[src/hw/bch_params.svh]
// Constants of the bias controller hardware configuration block.
// Assumes a serial front end that hands over decoded command codes.
// How it works
// - Twelve-bit low current limit, reset zero
// - Equation bit picks one sixteenth or quarter
// - Limiter code n clamps difference to 2^n-1, code 0 no clamp
// - Flow enable routes queue flow to alert while stream mode is active
// - Monitor enable copies each conversion result
// - Gain codes give 2, 10 or 25
// - Mode 00 converts all on register write
// - Mode 01 converts all per pin pulse
// - Mode 11 converts next channel per pulse
// - ADC reference external or internal, cap hint
// - DAC reference external or internal
// - Initial average built from sixteen samples
// - Difference clamped before fraction is added
`ifndef BCH_PARAMS_SVH
`define BCH_PARAMS_SVH
`define BCH_CMD_ILO_WR   8'h26
`define BCH_CMD_ILO_RD   8'ha6
`define BCH_CMD_HCFG_WR  8'h30
`define BCH_CMD_HCFG_RD  8'hb0
`define BCH_CMD_CONV_WR  8'h62
`define BCH_ILO_RST      12'h000
`define BCH_HCFG_RST     16'h0000
`define BCH_HCFG_RD_MASK 16'h0fff
`define BCH_INIT_SAMPLES 5'h10
`define BCH_PTR_RST      3'h7
`endif

[src/hw/bch_pkg.sv]
// Types of the bias controller hardware configuration block.
// Assumes bch_params.svh supplies the numeric constants.
package bch_pkg;
    typedef struct packed {
        logic       ch1_avg_equation_sel;
        logic [2:0] ch1_diff_limiter;
        logic       alert_fifo_flow_enable;
        logic       conv_result_to_queue_enable;
        logic [1:0] ch2_sense_gain;
        logic [1:0] ch1_sense_gain;
        logic [1:0] conversion_clock_mode;
        logic [1:0] adc_reference_select;
        logic [1:0] dac_reference_select;
    } bch_hcfg_s;

    typedef enum logic [1:0] {
        BCH_GAIN_2  = 2'h0,
        BCH_GAIN_10 = 2'h1,
        BCH_GAIN_25 = 2'h2
    } bch_gain_e;

    typedef enum logic [1:0] {
        BCH_CKM_WRITE    = 2'h0,
        BCH_CKM_PIN_SEQ  = 2'h1,
        BCH_CKM_RESERVED = 2'h2,
        BCH_CKM_PIN_STEP = 2'h3
    } bch_ckmode_e;

    typedef enum logic [1:0] {
        BCH_AVG_INIT  = 2'h1,
        BCH_AVG_TRACK = 2'h2
    } bch_avg_e;

    typedef struct packed {
        logic adc_internal;
        logic adc_decouple_cap;
        logic dac_internal;
        logic dac_decouple_cap;
    } bch_ref_s;
endpackage

[src/hw/bch_hw_config.sv]
// Low current threshold and hardware configuration registers with their decodes.
// Assumes all inputs except the conversion start pin share core_clk.
`include "bch_params.svh"
`timescale 1ns/10ps
`default_nettype none
module bch_hw_config (
    // Clock and reset
    input  wire logic              core_clk,
    input  wire logic              rst,
    // Register access from the serial front end
    input  wire logic              reg_wr_en,
    input  wire logic              reg_rd_en,
    input  wire logic [7:0]        reg_cmd,
    input  wire logic [15:0]       reg_wdata,
    output logic [15:0]            reg_rdata,
    output logic                   reg_rd_valid,
    // Conversion control
    input  wire logic              conversion_start_pin,
    input  wire logic [7:0]        adc_chan_enable,
    output logic                   conv_seq_start,
    output logic                   conv_single_start,
    output logic [2:0]             conv_single_chan,
    // Conversion results and queue copy
    input  wire logic              conv_done,
    input  wire logic [15:0]       conv_data,
    output logic                   queue_wr,
    output logic [15:0]            queue_wr_data,
    // Alert output flow monitor
    input  wire logic              stream_mode_active,
    input  wire logic              queue_flow_level,
    output logic                   alert_flow_drive,
    output logic                   alert_flow_level,
    // Channel 1 temperature averaging
    input  wire logic              ch1_sample_valid,
    input  wire logic [11:0]       ch1_sample,
    output logic [11:0]            ch1_average,
    output logic                   ch1_average_ready,
    // Analog settings
    output bch_pkg::bch_gain_e     ch1_gain,
    output bch_pkg::bch_gain_e     ch2_gain,
    output bch_pkg::bch_ref_s      ref_sel,
    output logic [11:0]            low_current_limit_value
);
    // Register state
    logic [11:0]        ilo_ff, nxt_ilo;
    bch_pkg::bch_hcfg_s hcfg_ff, nxt_hcfg;
    logic [15:0]        rdata_ff, nxt_rdata;
    logic               rdv_ff, nxt_rdv;

    always_comb begin
        nxt_ilo   = ilo_ff;
        nxt_hcfg  = hcfg_ff;
        nxt_rdv   = reg_rd_en;
        nxt_rdata = 16'h0000;
        if (reg_wr_en && reg_cmd == `BCH_CMD_ILO_WR) begin
            nxt_ilo = reg_wdata[11:0];
        end
        if (reg_wr_en && reg_cmd == `BCH_CMD_HCFG_WR) begin
            nxt_hcfg = bch_pkg::bch_hcfg_s'(reg_wdata);
        end
        if (reg_rd_en && reg_cmd == `BCH_CMD_ILO_RD) begin
            nxt_rdata = {4'h0, ilo_ff};
        end
        if (reg_rd_en && reg_cmd == `BCH_CMD_HCFG_RD) begin
            // Write-only averaging fields read back as zero
            nxt_rdata = 16'(hcfg_ff) & `BCH_HCFG_RD_MASK;
        end
    end

    always_ff @(posedge core_clk) begin
        if (rst) begin
            ilo_ff   <= `BCH_ILO_RST;
            hcfg_ff  <= bch_pkg::bch_hcfg_s'(`BCH_HCFG_RST);
            rdata_ff <= 16'h0000;
            rdv_ff   <= 1'b0;
        end else begin
            ilo_ff   <= nxt_ilo;
            hcfg_ff  <= nxt_hcfg;
            rdata_ff <= nxt_rdata;
            rdv_ff   <= nxt_rdv;
        end
    end

    assign reg_rdata               = rdata_ff;
    assign reg_rd_valid            = rdv_ff;
    assign low_current_limit_value = ilo_ff;

    // Static decodes; the high gain bit alone selects 25
    function automatic bch_pkg::bch_gain_e gain_of(input logic [1:0] code);
        gain_of = code[1] ? bch_pkg::BCH_GAIN_25
                : (code[0] ? bch_pkg::BCH_GAIN_10 : bch_pkg::BCH_GAIN_2);
    endfunction

    assign ch1_gain = gain_of(hcfg_ff.ch1_sense_gain);
    assign ch2_gain = gain_of(hcfg_ff.ch2_sense_gain);
    assign ref_sel.adc_internal     = hcfg_ff.adc_reference_select[1];
    assign ref_sel.adc_decouple_cap = &hcfg_ff.adc_reference_select;
    assign ref_sel.dac_internal     = hcfg_ff.dac_reference_select[1];
    assign ref_sel.dac_decouple_cap = &hcfg_ff.dac_reference_select;

    // Pin synchroniser and low pulse detect
    logic cs_meta_ff, cs_sync_ff, cs_prev_ff;
    logic cs_fall;

    always_ff @(posedge core_clk) begin
        if (rst) begin
            cs_meta_ff <= 1'b1;
            cs_sync_ff <= 1'b1;
            cs_prev_ff <= 1'b1;
        end else begin
            cs_meta_ff <= conversion_start_pin;
            cs_sync_ff <= cs_meta_ff;
            cs_prev_ff <= cs_sync_ff;
        end
    end

    assign cs_fall = cs_prev_ff & ~cs_sync_ff;

    // Conversion triggers
    logic       seq_ff, nxt_seq;
    logic       one_ff, nxt_one;
    logic [2:0] ptr_ff, nxt_ptr;
    logic       any_en;
    logic       conv_wr;
    logic [2:0] next_chan;

    // Next enabled channel after the pointer, wrapping round
    function automatic logic [2:0] next_enabled(input logic [2:0] p, input logic [7:0] en);
        logic [2:0] c;
        next_enabled = p;
        for (int i = 7; i >= 1; i--) begin
            c = 3'(p + 3'(i));
            if (en[c]) begin
                next_enabled = c;
            end
        end
    endfunction

    assign any_en    = |adc_chan_enable;
    assign conv_wr   = reg_wr_en && reg_cmd == `BCH_CMD_CONV_WR;
    assign next_chan = next_enabled(conv_wr ? `BCH_PTR_RST : ptr_ff, adc_chan_enable);

    always_comb begin
        nxt_seq = 1'b0;
        nxt_one = 1'b0;
        // A fresh channel setup restarts the stepping at the lowest channel
        nxt_ptr = conv_wr ? `BCH_PTR_RST : ptr_ff;
        // Reserved mode 10 starts nothing
        unique case (bch_pkg::bch_ckmode_e'(hcfg_ff.conversion_clock_mode))
            bch_pkg::BCH_CKM_WRITE: begin
                nxt_seq = conv_wr && any_en;
            end
            bch_pkg::BCH_CKM_PIN_SEQ: begin
                nxt_seq = cs_fall && any_en;
            end
            bch_pkg::BCH_CKM_RESERVED: begin
                nxt_seq = 1'b0;
            end
            bch_pkg::BCH_CKM_PIN_STEP: begin
                if (cs_fall && any_en) begin
                    nxt_one = 1'b1;
                    nxt_ptr = next_chan;
                end
            end
        endcase
    end

    always_ff @(posedge core_clk) begin
        if (rst) begin
            seq_ff <= 1'b0;
            one_ff <= 1'b0;
            ptr_ff <= `BCH_PTR_RST;
        end else begin
            seq_ff <= nxt_seq;
            one_ff <= nxt_one;
            ptr_ff <= nxt_ptr;
        end
    end

    assign conv_seq_start    = seq_ff;
    assign conv_single_start = one_ff;
    assign conv_single_chan  = ptr_ff;

    // Result copy and alert flow monitor
    logic        qw_ff, nxt_qw;
    logic [15:0] qd_ff, nxt_qd;
    logic        afd_ff, nxt_afd;
    logic        afl_ff, nxt_afl;

    always_comb begin
        // Average copies are not seen here; exclusivity is left to software
        nxt_qw  = conv_done && hcfg_ff.conv_result_to_queue_enable;
        nxt_qd  = nxt_qw ? conv_data : qd_ff;
        nxt_afd = hcfg_ff.alert_fifo_flow_enable && stream_mode_active;
        nxt_afl = nxt_afd && queue_flow_level;
    end

    always_ff @(posedge core_clk) begin
        if (rst) begin
            qw_ff  <= 1'b0;
            qd_ff  <= 16'h0000;
            afd_ff <= 1'b0;
            afl_ff <= 1'b0;
        end else begin
            qw_ff  <= nxt_qw;
            qd_ff  <= nxt_qd;
            afd_ff <= nxt_afd;
            afl_ff <= nxt_afl;
        end
    end

    assign queue_wr         = qw_ff;
    assign queue_wr_data    = qd_ff;
    assign alert_flow_drive = afd_ff;
    assign alert_flow_level = afl_ff;

    // Channel 1 averaging, samples are signed eighths of a degree
    bch_pkg::bch_avg_e  st_ff, nxt_st;
    logic [4:0]         cnt_ff, nxt_cnt;
    logic signed [15:0] sum_ff, nxt_sum;
    logic signed [11:0] avg_ff, nxt_avg;
    logic signed [12:0] diff, lim, clamped, step;

    always_comb begin
        diff = 13'(signed'(ch1_sample)) - 13'(avg_ff);
        lim  = 13'((13'h1 << hcfg_ff.ch1_diff_limiter) - 13'h1);
        clamped = diff;
        if (hcfg_ff.ch1_diff_limiter != 3'h0) begin
            if (diff > lim) begin
                clamped = lim;
            end else if (diff < -lim) begin
                clamped = -lim;
            end
        end
        step = hcfg_ff.ch1_avg_equation_sel ? (clamped >>> 2) : (clamped >>> 4);
        nxt_st  = st_ff;
        nxt_cnt = cnt_ff;
        nxt_sum = sum_ff;
        nxt_avg = avg_ff;
        unique case (st_ff)
            bch_pkg::BCH_AVG_INIT: begin
                if (ch1_sample_valid) begin
                    nxt_sum = sum_ff + 16'(signed'(ch1_sample));
                    nxt_cnt = cnt_ff + 5'h1;
                    if (nxt_cnt == `BCH_INIT_SAMPLES) begin
                        nxt_avg = 12'(nxt_sum >>> 4);
                        nxt_st  = bch_pkg::BCH_AVG_TRACK;
                    end
                end
            end
            bch_pkg::BCH_AVG_TRACK: begin
                if (ch1_sample_valid) begin
                    nxt_avg = 12'(13'(avg_ff) + step);
                end
            end
            default: begin
                nxt_st = bch_pkg::BCH_AVG_INIT;
            end
        endcase
    end

    always_ff @(posedge core_clk) begin
        if (rst) begin
            st_ff  <= bch_pkg::BCH_AVG_INIT;
            cnt_ff <= 5'h00;
            sum_ff <= 16'sh0000;
            avg_ff <= 12'sh000;
        end else begin
            st_ff  <= nxt_st;
            cnt_ff <= nxt_cnt;
            sum_ff <= nxt_sum;
            avg_ff <= nxt_avg;
        end
    end

    assign ch1_average       = avg_ff;
    assign ch1_average_ready = (st_ff == bch_pkg::BCH_AVG_TRACK);
endmodule
`default_nettype wire

[config.mk]
export PLATFORM = sky130hd
export DESIGN_NAME = bch_hw_config
export DESIGN_NICKNAME = d
export VERILOG_FILES = /design/src/hw/bch_pkg.sv /design/src/hw/bch_hw_config.sv
export VERILOG_INCLUDE_DIRS = /design/src /design/src/hw
export SDC_FILE = /design/constraint.sdc
export NUM_CORES = 1
export LEC_CHECK = 0
export BUFFER_PORTS_ARGS = -buffer_cell sky130_fd_sc_hd__buf_2
export CORE_AREA = 2 2 127 116
export DETAILED_ROUTE_END_ITERATION = 8
export DIE_AREA = 0 0 129 118
export HOLD_SLACK_MARGIN = 0.03
export PLACE_DENSITY = 0.77
export SLEW_MARGIN = 25
export SYNTH_ARGS = -nofsm -noshare
export SYNTH_HDL_FRONTEND = slang
export SYNTH_SLANG_ARGS = --single-unit
[constraint.sdc]
create_clock -name core_clk -period 15 [get_ports core_clk]
set_input_delay 0 -clock core_clk [delete_from_list [all_inputs] [get_ports core_clk]]
set_output_delay 0 -clock core_clk [all_outputs]
set_load 0.02 [all_outputs]
# After elaboration in Yosys (flattened, before gate mapping)
# Index checks and enable logic that the tools add are counted.
[totals] regBits=107 latchBits=0 ramBits=0 mem_bits_ro=0 in_bits=69 output_inout_bits=74 word_cells=131 memories=0
[classes] addsub=13 n_mul=0 div=0 order_cmp=9 n_eq_ne=13 shifts=1 mux=43 n_bitwise=4 n_reduce_logical=21
[op_table] cell="12-bit two-way mux" count=5
[op_table] cell="13-bit two-way mux" count=3
[op_table] cell="3-bit two-way mux" count=10
[op_table] cell="3-bit by 4-bit less-than comparator with 1-bit output (second input constant)" count=7
[op_table] cell="12-bit one-hot mux with 2 select lines" count=1
[op_table] cell="1-bit binary-select mux with 3-bit select" count=7
[op_table] cell="16-bit by 12-bit adder with 16-bit output" count=1
[op_table] cell="8-bit by 6-bit == test with 1-bit output (second input constant)" count=2
[op_table] cell="8-bit == test (second input constant)" count=2
[op_table] cell="13-bit greater-than comparator" count=1
[op_table] cell="13-bit less-than comparator" count=1
[op_table] cell="13-bit negation" count=1
[op_table] cell="1-bit by 3-bit left shift with 13-bit output (first input constant)" count=1
[op_table] cell="12-bit by 12-bit subtractor with 13-bit output" count=1
[op_table] cell="13-bit by 1-bit subtractor with 13-bit output (second input constant)" count=1
[op_table] cell="12-bit by 11-bit adder with 12-bit output" count=1
[op_table] cell="3-bit adder (second input constant)" count=4
[op_table] cell="1-bit logical AND" count=10
[op_table] cell="1-bit two-way mux" count=10
[op_table] cell="10-bit two-way mux" count=1
[op_table] cell="8-bit by 7-bit == test with 1-bit output (second input constant)" count=1
[op_table] cell="2-bit two-way mux" count=4
[op_table] cell="8-bit OR reduction" count=1
[op_table] cell="3-bit by 2-bit adder with 3-bit output (second input constant)" count=2
[op_table] cell="17 further kinds" count=26

# Depth between registers and ports, before layout
# Gate-level depths: netlist of run 1.
[depth] word_depth=15 ltp_mapped=31 mapped_depth_nobuf=31

# Worst setup path before layout of run 1
# No wires, ideal clock.
[synth_timing] path_type="reg2reg" start="register avg_ff[0] (netlist: ch1_average[0])" end="register avg_ff[11] (netlist: ch1_average[11])" setup_time_ps=92 arrival_ps=5960 required_time_ps=14908 setup_slack_ps=8948 path_stages_with_launch=28 path_buffers=0 period_less_slack_ps=6052 cell_sequence="dfxtp_1 > ha_1 > inv_1 > fa_1 > a211oi_1 > o21ai_1 > and3b_1 > or2_1 > nor2_2 > inv_2 > ha_1 > a21oi_1 > o22ai_1 > nor4b_1 > o21ai_1 > a311oi_1 > mux2i_1 > mux2_2 > mux2i_1 > ha_1 > a21o_1 > a2111oi_0 > o31a_1 > o21ai_0 > nand3_1 > o31a_1 > mux2i_1 > nor4_1"
[synth_between] elab_chain_len=9 elab_cells_between_ends=10 classes_between="2 x add/sub; 2 x order compare; 6 x mux"
[synth_rtl] element="start: declaration" line="bch_hw_config.sv:221" text="logic signed [11:0] avg_ff, nxt_avg;"
[synth_rtl] element="start signal: assignment" line="bch_hw_config.sv:272" text="avg_ff <= nxt_avg;"
[synth_rtl] element="12-bit by 12-bit subtractor with 13-bit output" line="bch_hw_config.sv:225" text="diff = 13'(signed'(ch1_sample)) - 13'(avg_ff);"
[synth_rtl] element="13-bit less-than comparator" line="bch_hw_config.sv:231" text="end else if (diff < -lim) begin"
[synth_rtl] element="13-bit two-way mux" line="bch_hw_config.sv:231"
[synth_rtl] element="13-bit two-way mux" line="bch_hw_config.sv:229" text="if (diff > lim) begin"
[synth_rtl] element="13-bit two-way mux" line="bch_hw_config.sv:228" text="if (hcfg_ff.ch1_diff_limiter != 3'h0) begin"
[synth_rtl] element="10-bit two-way mux" line="bch_hw_config.sv:235" text="step = hcfg_ff.ch1_avg_equation_sel ? (clamped >>> 2) : (clamped >>> 4);"
[synth_rtl] element="12-bit by 11-bit adder with 12-bit output *" line="bch_hw_config.sv:253" text="nxt_avg = 12'(13'(avg_ff) + step);"
[synth_rtl] element="12-bit two-way mux *" line="bch_hw_config.sv:252" text="if (ch1_sample_valid) begin"
[synth_rtl] element="12-bit one-hot mux with 2 select lines *" line="bch_hw_config.sv:240" text="unique case (st_ff)"
# Every way passes the cells marked *; elsewhere a longest branch is shown, timed or not. The select of a mux whose other input is x is not followed.
# A chain may end at the register's enable or synchronous reset.

# Final worst setup path of run 1
[layout_timing] start="register hcfg_ff[14] in the netlist's numbering" end="register avg_ff[11] (netlist: ch1_average[11])"
[layout_between] elab_chain_len=11 elab_cells_between_ends=13 classes_between="3 x add/sub; 2 x order compare; 1 x shift; 6 x mux; 1 x reduce/logical"
[layout_rtl] element="start: declaration" line="bch_hw_config.sv:46" text="bch_pkg::bch_hcfg_s hcfg_ff, nxt_hcfg;"
[layout_rtl] element="start signal: assignment" line="bch_hw_config.sv:73" text="hcfg_ff <= bch_pkg::bch_hcfg_s'(`BCH_HCFG_RST);"
[layout_rtl] element="start signal: assignment" line="bch_hw_config.sv:78" text="hcfg_ff <= nxt_hcfg;"
[layout_rtl] element="1-bit by 3-bit left shift with 13-bit output" line="bch_hw_config.sv:226" text="lim = 13'((13'h1 << hcfg_ff.ch1_diff_limiter) - 13'h1);"
[layout_rtl] element="13-bit by 1-bit subtractor with 13-bit output" line="bch_hw_config.sv:226"
[layout_rtl] element="13-bit negation" line="bch_hw_config.sv:231, bch_hw_config.sv:232"
[layout_rtl] element="13-bit less-than comparator" line="bch_hw_config.sv:231"
[layout_rtl] element="13-bit two-way mux" line="bch_hw_config.sv:231"
[layout_rtl] element="13-bit two-way mux" line="bch_hw_config.sv:229"
[layout_rtl] element="13-bit two-way mux *" line="bch_hw_config.sv:228"
[layout_rtl] element="10-bit two-way mux" line="bch_hw_config.sv:235"
[layout_rtl] element="12-bit by 11-bit adder with 12-bit output *" line="bch_hw_config.sv:253"
[layout_rtl] element="12-bit two-way mux *" line="bch_hw_config.sv:252"
[layout_rtl] element="12-bit one-hot mux with 2 select lines *" line="bch_hw_config.sv:240"
# Marked as above.

==> results of run 1 <==
==> per-layer routing <==
layer | global-route usage [%] | vias to the layer above | share of wire (%)
li1 | - | 3564 | -
met1 | 36.1 | 3293 | 47
met2 | 40.5 | 229 | 46
met3 | 4.77 | 36 | 5.6
met4 | 8.36 | 0 | 2.1
met5 | 0 | - | 0
==> placed cells by master (no fill, tap or decap), types with 17 or more instances in the layout <==
| cell | count |
|---|---|
| sky130_fd_sc_hd__buf_2 | 137 |
| sky130_fd_sc_hd__nand2_1 | 116 |
| sky130_fd_sc_hd__dfxtp_1 | 103 |
| sky130_fd_sc_hd__nor2_1 | 93 |
| sky130_fd_sc_hd__a21oi_1 | 75 |
| sky130_fd_sc_hd__ha_1 | 70 |
| sky130_fd_sc_hd__mux2i_1 | 45 |
| sky130_fd_sc_hd__dlygate4sd3_1 | 39 |
| sky130_fd_sc_hd__inv_1 | 34 |
| sky130_fd_sc_hd__xnor2_1 | 33 |
| sky130_fd_sc_hd__o21ai_0 | 28 |
| sky130_fd_sc_hd__nand3_1 | 19 |
| sky130_fd_sc_hd__a21o_1 | 17 |
==> worst max-delay path by stage <==
stage | start | end | cells past startpoint | slack [ps]
final | hcfg_ff[14]$_SDFFE_PP0P_ | ch1_average[11]$_SDFFE_PP0P_ | 23 | 8140
after detailed placement | hcfg_ff[14]$_SDFFE_PP0P_ | ch1_average[11]$_SDFFE_PP0P_ | 23 | 8290
after floorplan | ch1_average[0]$_SDFFE_PP0P_ | ch1_average[11]$_SDFFE_PP0P_ | 27 | 8950
after CTS | hcfg_ff[14]$_SDFFE_PP0P_ | ch1_average[11]$_SDFFE_PP0P_ | 23 | 8250
after global routing | ch1_average[1]$_SDFFE_PP0P_ | ch1_average[11]$_SDFFE_PP0P_ | 29 | 7480
after global placement | hcfg_ff[14]$_SDFFE_PP0P_ | ch1_average[11]$_SDFFE_PP0P_ | 23 | 8450
==> layout make-up <==
class	instances	area, um2
fill	1179	4950
clock buffer	9	225
timing repair buffer	178	1090
tap	193	241
clock inverter	7	100
inverter	38	145
sequential	103	2060
multi-input combinational	738	5090
==> worst max-delay path: stages, from the launching register on <==
cell and delay, ps:
sky130_fd_sc_hd__dfxtp_1 430, sky130_fd_sc_hd__or3_1 560, sky130_fd_sc_hd__ha_1 340, sky130_fd_sc_hd__xnor2_1 560
sky130_fd_sc_hd__nand3_1 300, sky130_fd_sc_hd__nand2_1 140, sky130_fd_sc_hd__ha_1 240, sky130_fd_sc_hd__a21oi_1 170
sky130_fd_sc_hd__o22ai_1 80, sky130_fd_sc_hd__nor4b_1 300, sky130_fd_sc_hd__o21ai_1 160, sky130_fd_sc_hd__a311oi_1 780
sky130_fd_sc_hd__mux2i_1 150, sky130_fd_sc_hd__mux2_2 310, sky130_fd_sc_hd__mux2i_1 170, sky130_fd_sc_hd__ha_1 290
sky130_fd_sc_hd__a21o_1 200, sky130_fd_sc_hd__a2111oi_0 590, sky130_fd_sc_hd__o31a_1 260, sky130_fd_sc_hd__o21ai_0 180
sky130_fd_sc_hd__nand3_1 130, sky130_fd_sc_hd__o31a_1 140, sky130_fd_sc_hd__mux2i_1 60, sky130_fd_sc_hd__nor4_1 230
==> stage by stage <==
stage / hold WS (ps) / power [mW] / cell area (um2) / utilization (%)
floorplan: 104 / 0.401 / 7540 / -
global placement: 184 / 0.436 / 8230 / 59.2
detailed placement: 188 / 0.437 / 8230 / 59.2
CTS: 48.7 / 0.701 / 8950 / 64.4
global route: 65.9 / 0.730 / 8950 / 64.4
finish: 52.3 / 0.697 / 8950 / 64.4
==> power groups by stage <==
stage                     combinational [mW]  clock, mW  sequential (mW)
after floorplan                        0.112          0            0.289
after global placement                 0.146          0            0.290
after detailed placement               0.147          0            0.290
after CTS                              0.157      0.261            0.283
after global routing                   0.179      0.267            0.284
final                                  0.159      0.254            0.283
==> Yosys cell counts, types with 3 or more instances <==
cell type	n	area (um2)
sky130_fd_sc_hd__a22oi_1	12	90.1
sky130_fd_sc_hd__o21bai_1	6	45.0
sky130_fd_sc_hd__and2_1	7	43.8
sky130_fd_sc_hd__buf_4	9	67.6
sky130_fd_sc_hd__mux2i_1	45	450
sky130_fd_sc_hd__nand2b_1	6	37.5
sky130_fd_sc_hd__or3_1	5	31.3
sky130_fd_sc_hd__nor4_1	5	31.3
sky130_fd_sc_hd__o2111ai_1	3	26.3
sky130_fd_sc_hd__mux4_2	5	113
sky130_fd_sc_hd__a31oi_1	12	75.1
sky130_fd_sc_hd__inv_2	3	11.3
sky130_fd_sc_hd__or2_2	6	37.5
sky130_fd_sc_hd__o21ai_1	9	45.0
sky130_fd_sc_hd__buf_6	3	33.8
sky130_fd_sc_hd__xnor2_1	33	289
sky130_fd_sc_hd__dfxtp_1	103	2060
sky130_fd_sc_hd__nor2b_1	16	100
sky130_fd_sc_hd__clkbuf_1	30	113
sky130_fd_sc_hd__nand4_1	5	31.3
sky130_fd_sc_hd__inv_1	34	128
sky130_fd_sc_hd__o211ai_1	8	60.1
sky130_fd_sc_hd__o21a_1	6	45.0
sky130_fd_sc_hd__nand3_1	20	100
sky130_fd_sc_hd__nor4b_1	3	26.3
sky130_fd_sc_hd__nor3_1	16	80.1
sky130_fd_sc_hd__and3_1	5	31.3
sky130_fd_sc_hd__o22ai_1	4	25.0
sky130_fd_sc_hd__a21o_1	17	128
sky130_fd_sc_hd__a211oi_1	7	52.6
sky130_fd_sc_hd__o21ai_0	28	140
sky130_fd_sc_hd__nor2_1	93	349
sky130_fd_sc_hd__xor2_1	11	96.3
sky130_fd_sc_hd__nand2_1	116	435
sky130_fd_sc_hd__fa_1	3	60.1
sky130_fd_sc_hd__o31ai_1	4	30.0
sky130_fd_sc_hd__ha_1	70	876
sky130_fd_sc_hd__a21oi_1	75	375
sky130_fd_sc_hd__a311oi_1	5	43.8
==> sequential cells by signal, indices dropped and copies added (netlist names), 2 cells and up <==
| register | flops |
|---|---|
| low_current_limit_value | 12 |
| hcfg_ff | 14 |
| ref_sel | 2 |
| queue_wr_data | 16 |
| reg_rdata | 12 |
| ch1_average | 12 |
| cnt_ff | 5 |
| st_ff | 2 |
| conv_single_chan | 3 |
| sum_ff | 16 |
==> cell families (layout without fill, tap and decap cells) <==
group / after synthesis / after routing / synth area share, %
XOR/XNOR: 44 / 44 / 5.13
other: 2 / 7 / 0.0999
AND/OR/NAND/NOR: 330 / 330 / 21.0
multiplexers: 53 / 53 / 8.14
AO/OA/AOI/OAI: 231 / 231 / 20.6
adder cells (fa/ha/maj): 73 / 73 / 12.4
buffers and inverters: 84 / 232 / 5.19
flip-flops: 103 / 103 / 27.4
==> results.md, run 1 <==
Floorplan:
- The die width is 129 um.
- The number of top-level design ports is 143.
- The starting density of the core is 54.1%.
- The overall die height is roughly 120 um.
- The die area is around 0.015 mm2.
- The area inside the core boundary is roughly 0.014 mm2.
- The floorplan has 41 rows.

Clock tree:
- The clock sink count is 103.
- The clock passes through at most 2 buffers.
- The H-tree depth is 3.
- In this run, post-CTS hold repair placed 39 buffers.
- TritonCTS built the clock tree.
- After clock tree synthesis, the setup repair step added 0 buffers.
- The number of instances resized during post-cts repair is 0.
- Clock tree synthesis inserted a total of 9 buffers.
- After clock tree synthesis, the clock-pin slew on the worst setup and hold paths is approximately 80 ps.
- The root buffer cell is sky130_fd_sc_hd__clkbuf_16.
- The clock latency of the later-clocked register in the worst-skew pair is 370 ps.

Pwr:
- Summed over all nets, the switching power comes to 0.213 mW.
- Of the total power, the share spent switching nets is 30.5%.
- Sequential cells burn around 41% of the power.
- The part of the total power dissipated in the clock network is a little over a third.
- The leakage power is a little over 4 nW.
- IR analysis of the VDD net gives a maximum drop of between 0.00007 and 0.00008 V.
- Power spread over the standard cell area amounts to 77.8 mW/mm2.
- The combinational fraction of design power is 22.8%.
- The internal power of the cells totals about 0.48 mW.

Place:
- The final weighted congestion of routability-driven global placement is about 0.97.
- Including well taps, the total number of placed cells is 1211.
- In this run the tool buffered the top-level ports with 138 buffer cells.
- The HPWL after detailed placement is between 10 and 15 mm.
- Timing analysis after detailed placement gives a worst setup slack of ~8300 ps.

Synthesis:
- In this run, synthesis inferred 0 flip-flops with an integrated enable.
- The count of yosys warnings during synthesis is 0.
- The post-synthesis area per instance is approximately 8 um2.
- The register bit count reported by yosys is 103.
- The synthesized netlist cell count is 920.
- Sequential elements use roughly 27% of the synthesized area.
- Counting flops with an async set or reset pin after synthesis yields a share of 0%.
- The mapped cell area is 0.00752 mm2.
- The predominant post-synthesis flop cell is sky130_fd_sc_hd__dfxtp_1.
- The count of distinct cell types in the synthesized netlist is 90.

Drt:
- In the final routed layout, each cell accounts on average for 15.5 um.
- The wire length after detailed routing is 19.6 mm.
- The post-route antenna net violation count is 0.
- The pre-antenna-repair detailed-routing pass consisted of 5 iterations.
- The first routing iteration left 471 violations.
- The mean number of vias per cell is 5.63.
- The total number of vias is between 7000 and 8000.
- For this run, design rule violations remaining after detail routing come to 0.

Layout:
- The repair_antennas step left the layout with diodes totalling 0.
- The final layout net count is between 1000 and 1500.
- In the final layout, the share of cells above drive strength 1 is 18.5%.
- The synthesis-to-layout area growth is 19.1%.
- The post-layout instance count excluding filler cells is 1266.

Min path:
- The startpoint identified for the worst hold timing path is rst.
- Along the worst hold path, the cell count comes to 2.
- In this run the worst hold path is classified as primary input to flip-flop.
- The hold-critical path endpoint is reg_rdata[9]$_SDFF_PP0_.

STA:
- The number of failing hold endpoints at the final stage is 0.
- The worst slew margin relative to its limit is 37.8%.
- The maximum achievable frequency is 0.146 GHz.
- At the pin with the least slew margin, the transition time is 927 ps.
- The total negative setup slack is 0 ps.
- Setup slack closes at 8140 ps.
- The clock skew after layout is 7.97 ps.
- Setup violations remaining at the end of the flow were counted as 0.
- For the finished layout, the period the worst path requires is 6860 ps.
- Setup repair after global routing left no endpoint under its margin.
- The max-slew violation total from the final report was 0.
- The post-route clock period utilization is 45.7%.

GRT:
- The initial antenna violation count was 0.
- The total congestion overflow after global routing is 0.
- The maximum number of pins on one net before global-route repair is between 50 and 60.
- The via count of the first global-routing pass is 6634.
- Global routing used roughly a quarter of the available tracks.
- The first global-routing pass estimated 32.1 mm of wire.

Run:
- The count of max-cap constraint violations is 0.

Setup path:
- The kind of capture point of the worst setup path is a flip-flop.
- The maximum fanout encountered on the critical timing path is 13.
- In this run the critical register-to-register path is captured at ch1_average[11]$_SDFFE_PP0P_.
- STA puts the critical path data required time at 15280 ps.
- The worst reg2reg path startpoint is hcfg_ff[14]$_SDFFE_PP0P_.
- Measured in cells, the most critical reg-to-reg path has a length of 23.
- By startpoint and endpoint, the worst setup path is classified as flip-flop to flip-flop.
- The worst setup path is launched from a flip-flop.
- The critical path arrival is 7140 ps.
- The internal reg-to-reg setup slack is slightly above 8000 ps.

Outcome:
- The run finished with clean final reports.
(Power assumes the default switching activity.)
==> run 2, diff against run 1 <==
Clock period 15 ns to 6.8 ns, I/O delays scaled along.
==> run 2 against run 1 <==
Compared with the run above: combinational power increased by 130%; non-clock buffer count increased by 7; setup slack got worse by 7800 ps; clock power increased by 120%; sequential power increased by 120%; sequential share of layout area decreased by 0.32 points; wire length increased by 2.2%; first-iteration DRC count increased by 9.3%; critical endpoint unchanged; largest cell class unchanged.
==> results.md, run 2 (synthesis results as in run 1) <==
Place:
- The worst slack after detailed placement is 46.8 ps.
- The HPWL after detailed placement is 14.4 mm.
- The final weighted congestion of routability-driven global placement is 0.997.
- The count of buffers added on input and output ports is 138.

Setup path:
- The critical path arrival is 6740 ps.
- The biggest cell delay along the critical path is 430 ps.
- The largest individual stage delay along the critical path comes from the cell sky130_fd_sc_hd__fa_1.
- Data on the critical path is required at its endpoint by 7060 ps.
- The startpoint type of the worst setup path is a flip-flop.
- The number of buffers and inverters on the critical path is 2.
- STA classifies the critical path endpoint as a flip-flop.
- The cell repeated most along the worst path is sky130_fd_sc_hd__ha_1.
- Of all nets on the critical path, the largest fanout is 4.
- The family with the most delay on the worst path is compound AO/OA/AOI/OAI gates.
- The critical path is of the flip-flop to flip-flop type.

Layout:
- The synthesis-to-layout area growth is 20.9%.
- The ratio of cells with drive above 1 in the final layout is just over 20%.
- 0 antenna diodes ended up in the layout.
- Cells fill 65.4% of the core in the end.
- The final layout net count is 1217.
- Leaving out fill and tap cells, the most frequent cells in the layout are sky130_fd_sc_hd__buf_2, sky130_fd_sc_hd__nand2_1, sky130_fd_sc_hd__dfxtp_1, sky130_fd_sc_hd__nor2_1, sky130_fd_sc_hd__a21oi_1.
- The commonest non-fill, non-tap cell in the layout is sky130_fd_sc_hd__buf_2.

Pwr:
- Per report_power, the sequential group accounts for approximately two fifths of the total.
- The internal portion of the total power is 1.08 mW.
- Combinational logic is responsible for 23.9% of the overall power.
- Summed over all cells, the static leakage comes to 4.15 nW.
- The analysis attributes to net switching a power of 0.465 mW.
- The worst vdd rail ir drop is 0.000168 V.
- The part of the total power dissipated in the clock network is 35.5%.
- Dividing total power by cell area gives a power density of 170 mW/mm2.
- Overall power consumption after layout is estimated at 1.54 mW.
- Of the total power, the share spent switching nets is 30.2%.

STA:
- The transition time at the pin with the least slew margin is 842 ps.
- The post-route clock period utilization is 95.2%.
- Summed over all failing endpoints, the final setup total negative slack is 0 ps.
- The post-layout minimum cycle time is about 6500 ps.
- In this run the tightest slew margin relative to its limit is 43.7%.
- Setup repair after global routing could not meet its margin everywhere.
- The maximum achievable frequency is ~0.15 GHz.
- Setup violations remaining at the end of the flow were counted as 0.
- The number of failing hold endpoints at the final stage is 0.
- The max-slew violation total from the final report came to 0.
- The clock skew after layout is 4.88 ps.
- The final worst slack is 329 ps.

Drt:
- The mean number of vias per cell is 5.66.
- The remaining routing DRC violations is 0.
- After detailed routing, the average wire length per cell comes to approximately 16 um.
- After the first detailed-routing iteration, the DRC count stood at 515.
- The total number of vias is roughly 7200.
- The post-route antenna net violation count is 0.
- The wire length after detailed routing is 20.0 mm.
- The pre-antenna-repair detailed-routing pass consisted of 5 iterations.

Min path:
- The type of the tightest min-delay check is primary input to flip-flop.

Floorplan:
- The die width is around 130 um.
- In this run the core area contains 41 standard-cell rows.
- The number of top-level design ports is 143.
- The overall die height is ~120 um.
- The area inside the core boundary is 0.0139 mm2.
- The die area is 0.0152 mm2.
- The initial utilization of the core area, before any placement, comes to 54.1%.

Clock tree:
- TritonCTS built the clock tree.
- The clock latency of the later-clocked register in the worst-skew pair is 360 ps.
- The clock tree buffer depth is 2.
- The H-tree depth is 3.
- The clock-pin slew on the worst setup and hold paths is ~70 ps.
- The cell sitting at the root of the clock tree is a sky130_fd_sc_hd__clkbuf_16.
- CTS saw 103 sinks.
- The clock buffer count from CTS is 9.

Run:
- The tool flagged a number of max-cap violations equal to 0.

GRT:
- For this run the aggregate overflow at the end of global routing stands at 0.
- The first global-routing pass estimated approximately 32 mm of wire.
- The via count of the first global-routing pass was 6818.
- The initial antenna violation count is 0.
- The maximum number of pins on one net before global-route repair is 102.
- The overall fraction of global-route tracks in use is 26.1%.

Outcome:
- The flow ran to the end, and the final reports show no timing, DRC or antenna violations.
## run 2: worst paths after layout
kind                               start                      endpoint  slack (ps)  cells after the start
max          ch1_average[0]$_SDFFE_PP0P_  ch1_average[11]$_SDFFE_PP0P_         330                     28
min                        ch1_sample[0]        sum_ff[0]$_SDFFE_PP0P_          50                      4
max reg2reg  ch1_average[0]$_SDFFE_PP0P_  ch1_average[11]$_SDFFE_PP0P_         330                     28
min reg2reg        cs_meta_ff$_SDFF_PP1_         cs_sync_ff$_SDFF_PP1_         420                      1
## run 2: power groups by stage
stage | clock network (mW) | logic [mW] | registers [mW]
after floorplan | 0 | 0.247 | 0.638
after global placement | 0 | 0.322 | 0.639
after detailed placement | 0 | 0.327 | 0.640
after CTS | 0.557 | 0.346 | 0.625
after global routing | 0.578 | 0.410 | 0.627
final | 0.547 | 0.369 | 0.625
## run 2: routing by layer
metal / GRT usage [%] / share of wire (%)
met1: 34.5 / 45
met2: 42.3 / 47
met3: 4.82 / 5.7
met4: 9.24 / 2.8
met5: 0 / 0
## run 2: final cells by class
class	count	area (um2)
repair buffers	185	1140
fillers	1180	4820
clock inverters	7	91.3
inverters	38	145
multi-input cells	738	5170
well taps	193	241
clock buffers	9	225
flip-flops and latches	103	2060
## run 2: tightest hold or removal path, stage by stage
cell and delay (ps):
sky130_fd_sc_hd__buf_2 100, sky130_fd_sc_hd__ha_1 130, sky130_fd_sc_hd__nand2_1 40, sky130_fd_sc_hd__a21oi_1 100
## run 2: timing repair
item | in CTS | in global routing
hold buffers | 38 | 0
setup endpoints to repair | 0 | 6
buffers inserted | 0 | 5
resized for setup | 0 | 15
endpoints found under the hold margin | 49 | 0
## run 2: per-stage QoR
step | hold WS [ps] | std cells | cell area (um2)
after floorplan | 104 | 925 | 7540
after global placement | 184 | 1214 | 8260
after detailed placement | 192 | 1214 | 8260
after CTS | 49.0 | 1268 | 8950
after global routing | 90.7 | 1273 | 9090
final | 46.6 | 1273 | 9090
==> run 3, diff against run 2 <==
Settings changed: PLACE_DENSITY 0.77 to 0.87.
==> run 3 against run 2 <==
Compared with the run above: global-route usage increased by 0.064 points; largest cell class unchanged; critical path depth grew 2; cell count decreased by 0.16%.
==> results.md, run 3 (synthesis results as in run 1) <==
STA:
- The worst path in the final design needs a cycle of approximately 6400 ps, including I/O delays and setup.
- The worst slew margin relative to its limit is 42.3%.
- The clock skew after layout is 10.6 ps.
- The number of failing hold endpoints at the final stage is 0.
- The post-route clock period utilization is roughly 94%.
- On the final layout, the worst hold slack is roughly 28 ps.
- Setup repair after global routing left no endpoint under its margin.
- The transition time at the pin with the least slew margin is 863 ps.
- The final worst slack is a little over 400 ps.
- The maximum achievable frequency is 0.157 GHz.
- The max-slew violation total from the final report is 0.
- For the final routed database, the setup TNS stands at 0 ps.
- Setup violations remaining at the end of the flow were counted as 0.

Drt:
- The first detailed-routing pass took 7 iterations.
- The met3 wire length is 1.32 mm.
- The wire length after detailed routing is ~20 mm.
- The routed design uses a little under 10 mm of met2 wire.
- The total number of vias is about 7400.
- The count of nets left with antenna violations once routing finished came out at 0.
- The detailed router put a total of around 8.5 mm of wire on met1.
- The mean number of vias per cell is between 5 and 6.
- After detailed routing, the average wire length per cell comes to 16.0 um.
- The starting DRC count in detailed routing is between 400 and 500.
- The highest metal layer carrying signal wires in the routed design is met4.
- After detailed routing, the number of remaining DRC violations is 0.

Layout:
- The finished layout holds 1271 standard cells, fillers aside.
- The ratio of cells with drive above 1 in the final layout is 20.4%.
- After routing the design area is 0.00906 mm2.
- The synthesis-to-layout area growth is 20.6%.
- In the final design database the tool counted roughly 1200 nets.
- Leaving out fill and tap cells, the most frequent cell in the layout is sky130_fd_sc_hd__buf_2.
- The final standard cell utilization of the core is 65.2%.
- Leaving out fill and tap cells, the most frequent cells in the layout are sky130_fd_sc_hd__buf_2, sky130_fd_sc_hd__nand2_1, sky130_fd_sc_hd__dfxtp_1, sky130_fd_sc_hd__nor2_1, sky130_fd_sc_hd__a21oi_1.

Clock tree:
- Clock tree synthesis inserted a total of 9 buffers.
- The clock reaches the later pin of the worst-skew pair after ~350 ps.
- TritonCTS built the clock tree.
- The clock-pin slew on the worst setup and hold paths is 80 ps.
- The H-tree was split into 3 levels.
- The longest clock path from root to sink contains 2 buffers.
- The tree is rooted in a sky130_fd_sc_hd__clkbuf_16.
- The clock sink count is 103.

Place:
- The number of placed instances with taps included is roughly 1200.
- The final weighted congestion of routability-driven global placement is 0.937.
- Once detailed placement completed, the half-perimeter wirelength came to 14.2 mm.
- In this run the cell area measured after placement is 0.00826 mm2.
- Timing analysis after detailed placement gives a worst setup slack of ~140 ps.
- The number of buffer cells added on primary ports is 138.

Min path:
- The worst hold path was traced through 2 stages.
- The hold-critical path endpoint is reg_rdata[6]$_SDFF_PP0_.
- The worst min-delay path startpoint is rst.
- In this run the worst hold path is classified as primary input to flip-flop.

Setup path:
- The worst register-to-register path has a setup slack of approximately 420 ps.
- The cell depth of the worst flop-to-flop path is 30.
- The worst register-to-register path ends at ch1_average[8]$_SDFFE_PP0P_.
- In this design, the stage delay of the slowest critical-path cell is 430 ps.
- Data arrives at the worst endpoint at 6650 ps.
- The cell with the largest stage delay on the worst path is sky130_fd_sc_hd__fa_1.
- The cell that appears most often on the critical path is sky130_fd_sc_hd__ha_1.
- The critical path in this run is classified as flip-flop to flip-flop.
- At the worst endpoint, the required time is 7070 ps.
- The kind of capture point of the worst setup path is a flip-flop.
- The worst reg2reg path startpoint is ch1_average[0]$_SDFFE_PP0P_.
- STA classifies the critical path startpoint as a flip-flop.
- Of all nets on the critical path, the largest fanout is 4.

Pwr:
- Summing internal, switching and leakage power gives around 1.5 mW.
- IR analysis of the VDD net gives a maximum drop of 0.000150 V.
- Power spread over the standard cell area amounts to 166 mW/mm2.
- The leakage power is 4.13 nW.

Floorplan:
- After floorplanning, the core was sized to cover ~0.014 mm2.
- The site row count is 41.
- The die covers 0.0152 mm2.
- In this run the vertical extent of the chip is 118 um.
- For this configuration, the core starts out at a cell density of 54.1%.
- The die width is around 130 um.
- During I/O placement, the number of pins put on the boundary was 143.

GRT:
- Entering global routing, the biggest net connects ~100 pins.
- The wire length of the first global-routing pass is roughly 33 mm.
- The via count of the first global-routing pass is 6940.
- The initial antenna violation count is 1.
- Summed over all layers, the global routing overflow is 0.
- The overall fraction of global-route tracks in use is 26.1%.

Outcome:
- The flow ran to the end, and the final reports show no timing, DRC or antenna violations.

Run:
- The count of max-cap constraint violations is 0.
-- run 3: how the worst max path moves through the flow --
stage,from,end,slack (ps),cells after the start
2_1_floorplan,ch1_average[0]$_SDFFE_PP0P_,ch1_average[11]$_SDFFE_PP0P_,750,27
3_3_place_gp,ch1_average[0]$_SDFFE_PP0P_,ch1_average[11]$_SDFFE_PP0P_,380,29
3_5_place_dp,ch1_average[1]$_SDFFE_PP0P_,ch1_average[11]$_SDFFE_PP0P_,140,29
4_1_cts,ch1_average[1]$_SDFFE_PP0P_,ch1_average[11]$_SDFFE_PP0P_,130,29
5_1_grt,ch1_average[0]$_SDFFE_PP0P_,ch1_average[10]$_SDFFE_PP0P_,2,30
6_report,ch1_average[0]$_SDFFE_PP0P_,ch1_average[8]$_SDFFE_PP0P_,420,30
-- run 3: cell type report --
| class | instances | area, um2 |
|---|---|---|
| diodes | 1 | 2.50 |
| clock buffers | 9 | 225 |
| clock inverters | 7 | 70.1 |
| fillers | 1108 | 4840 |
| inverters | 38 | 145 |
| multi-input cells | 738 | 5180 |
| flip-flops and latches | 103 | 2060 |
| well taps | 193 | 241 |
| repair buffers | 182 | 1140 |
-- run 3: worst max-delay path: cells and delay by family, from the launching register on --
| family | cells | cell delay, ps |
|---|---|---|
| xor gates and xnor gates | 1 | 160 |
| adders and majority gates | 5 | 1580 |
| AOI/OAI and AO/OA | 15 | 2700 |
| DFF | 1 | 390 |
| muxes | 1 | 90 |
| and+or+nand+nor | 6 | 1270 |
| buffers and inverters | 2 | 110 |
-- run 3: per-layer routing --
| metal | GRT usage (%) | up-vias |
|---|---|---|
| met5 | 0 | - |
| met1 | 33.0 | 3420 |
| li1 | - | 3580 |
| met3 | 3.68 | 70 |
| met2 | 44.4 | 320 |
| met4 | 10.9 | 0 |
-- run 3: where the power goes --
part	switching, mW	internal, mW
sequential	0.00871	0.617
combinational	0.205	0.162
clock	0.251	0.259
-- run 3: what timing repair did --
item                                    CTS  global route
hold endpoints to repair                 49             0
endpoints found under the setup margin    0             6
buffers inserted                          0             2
hold buffers                             37             0
resized for setup                         0            19
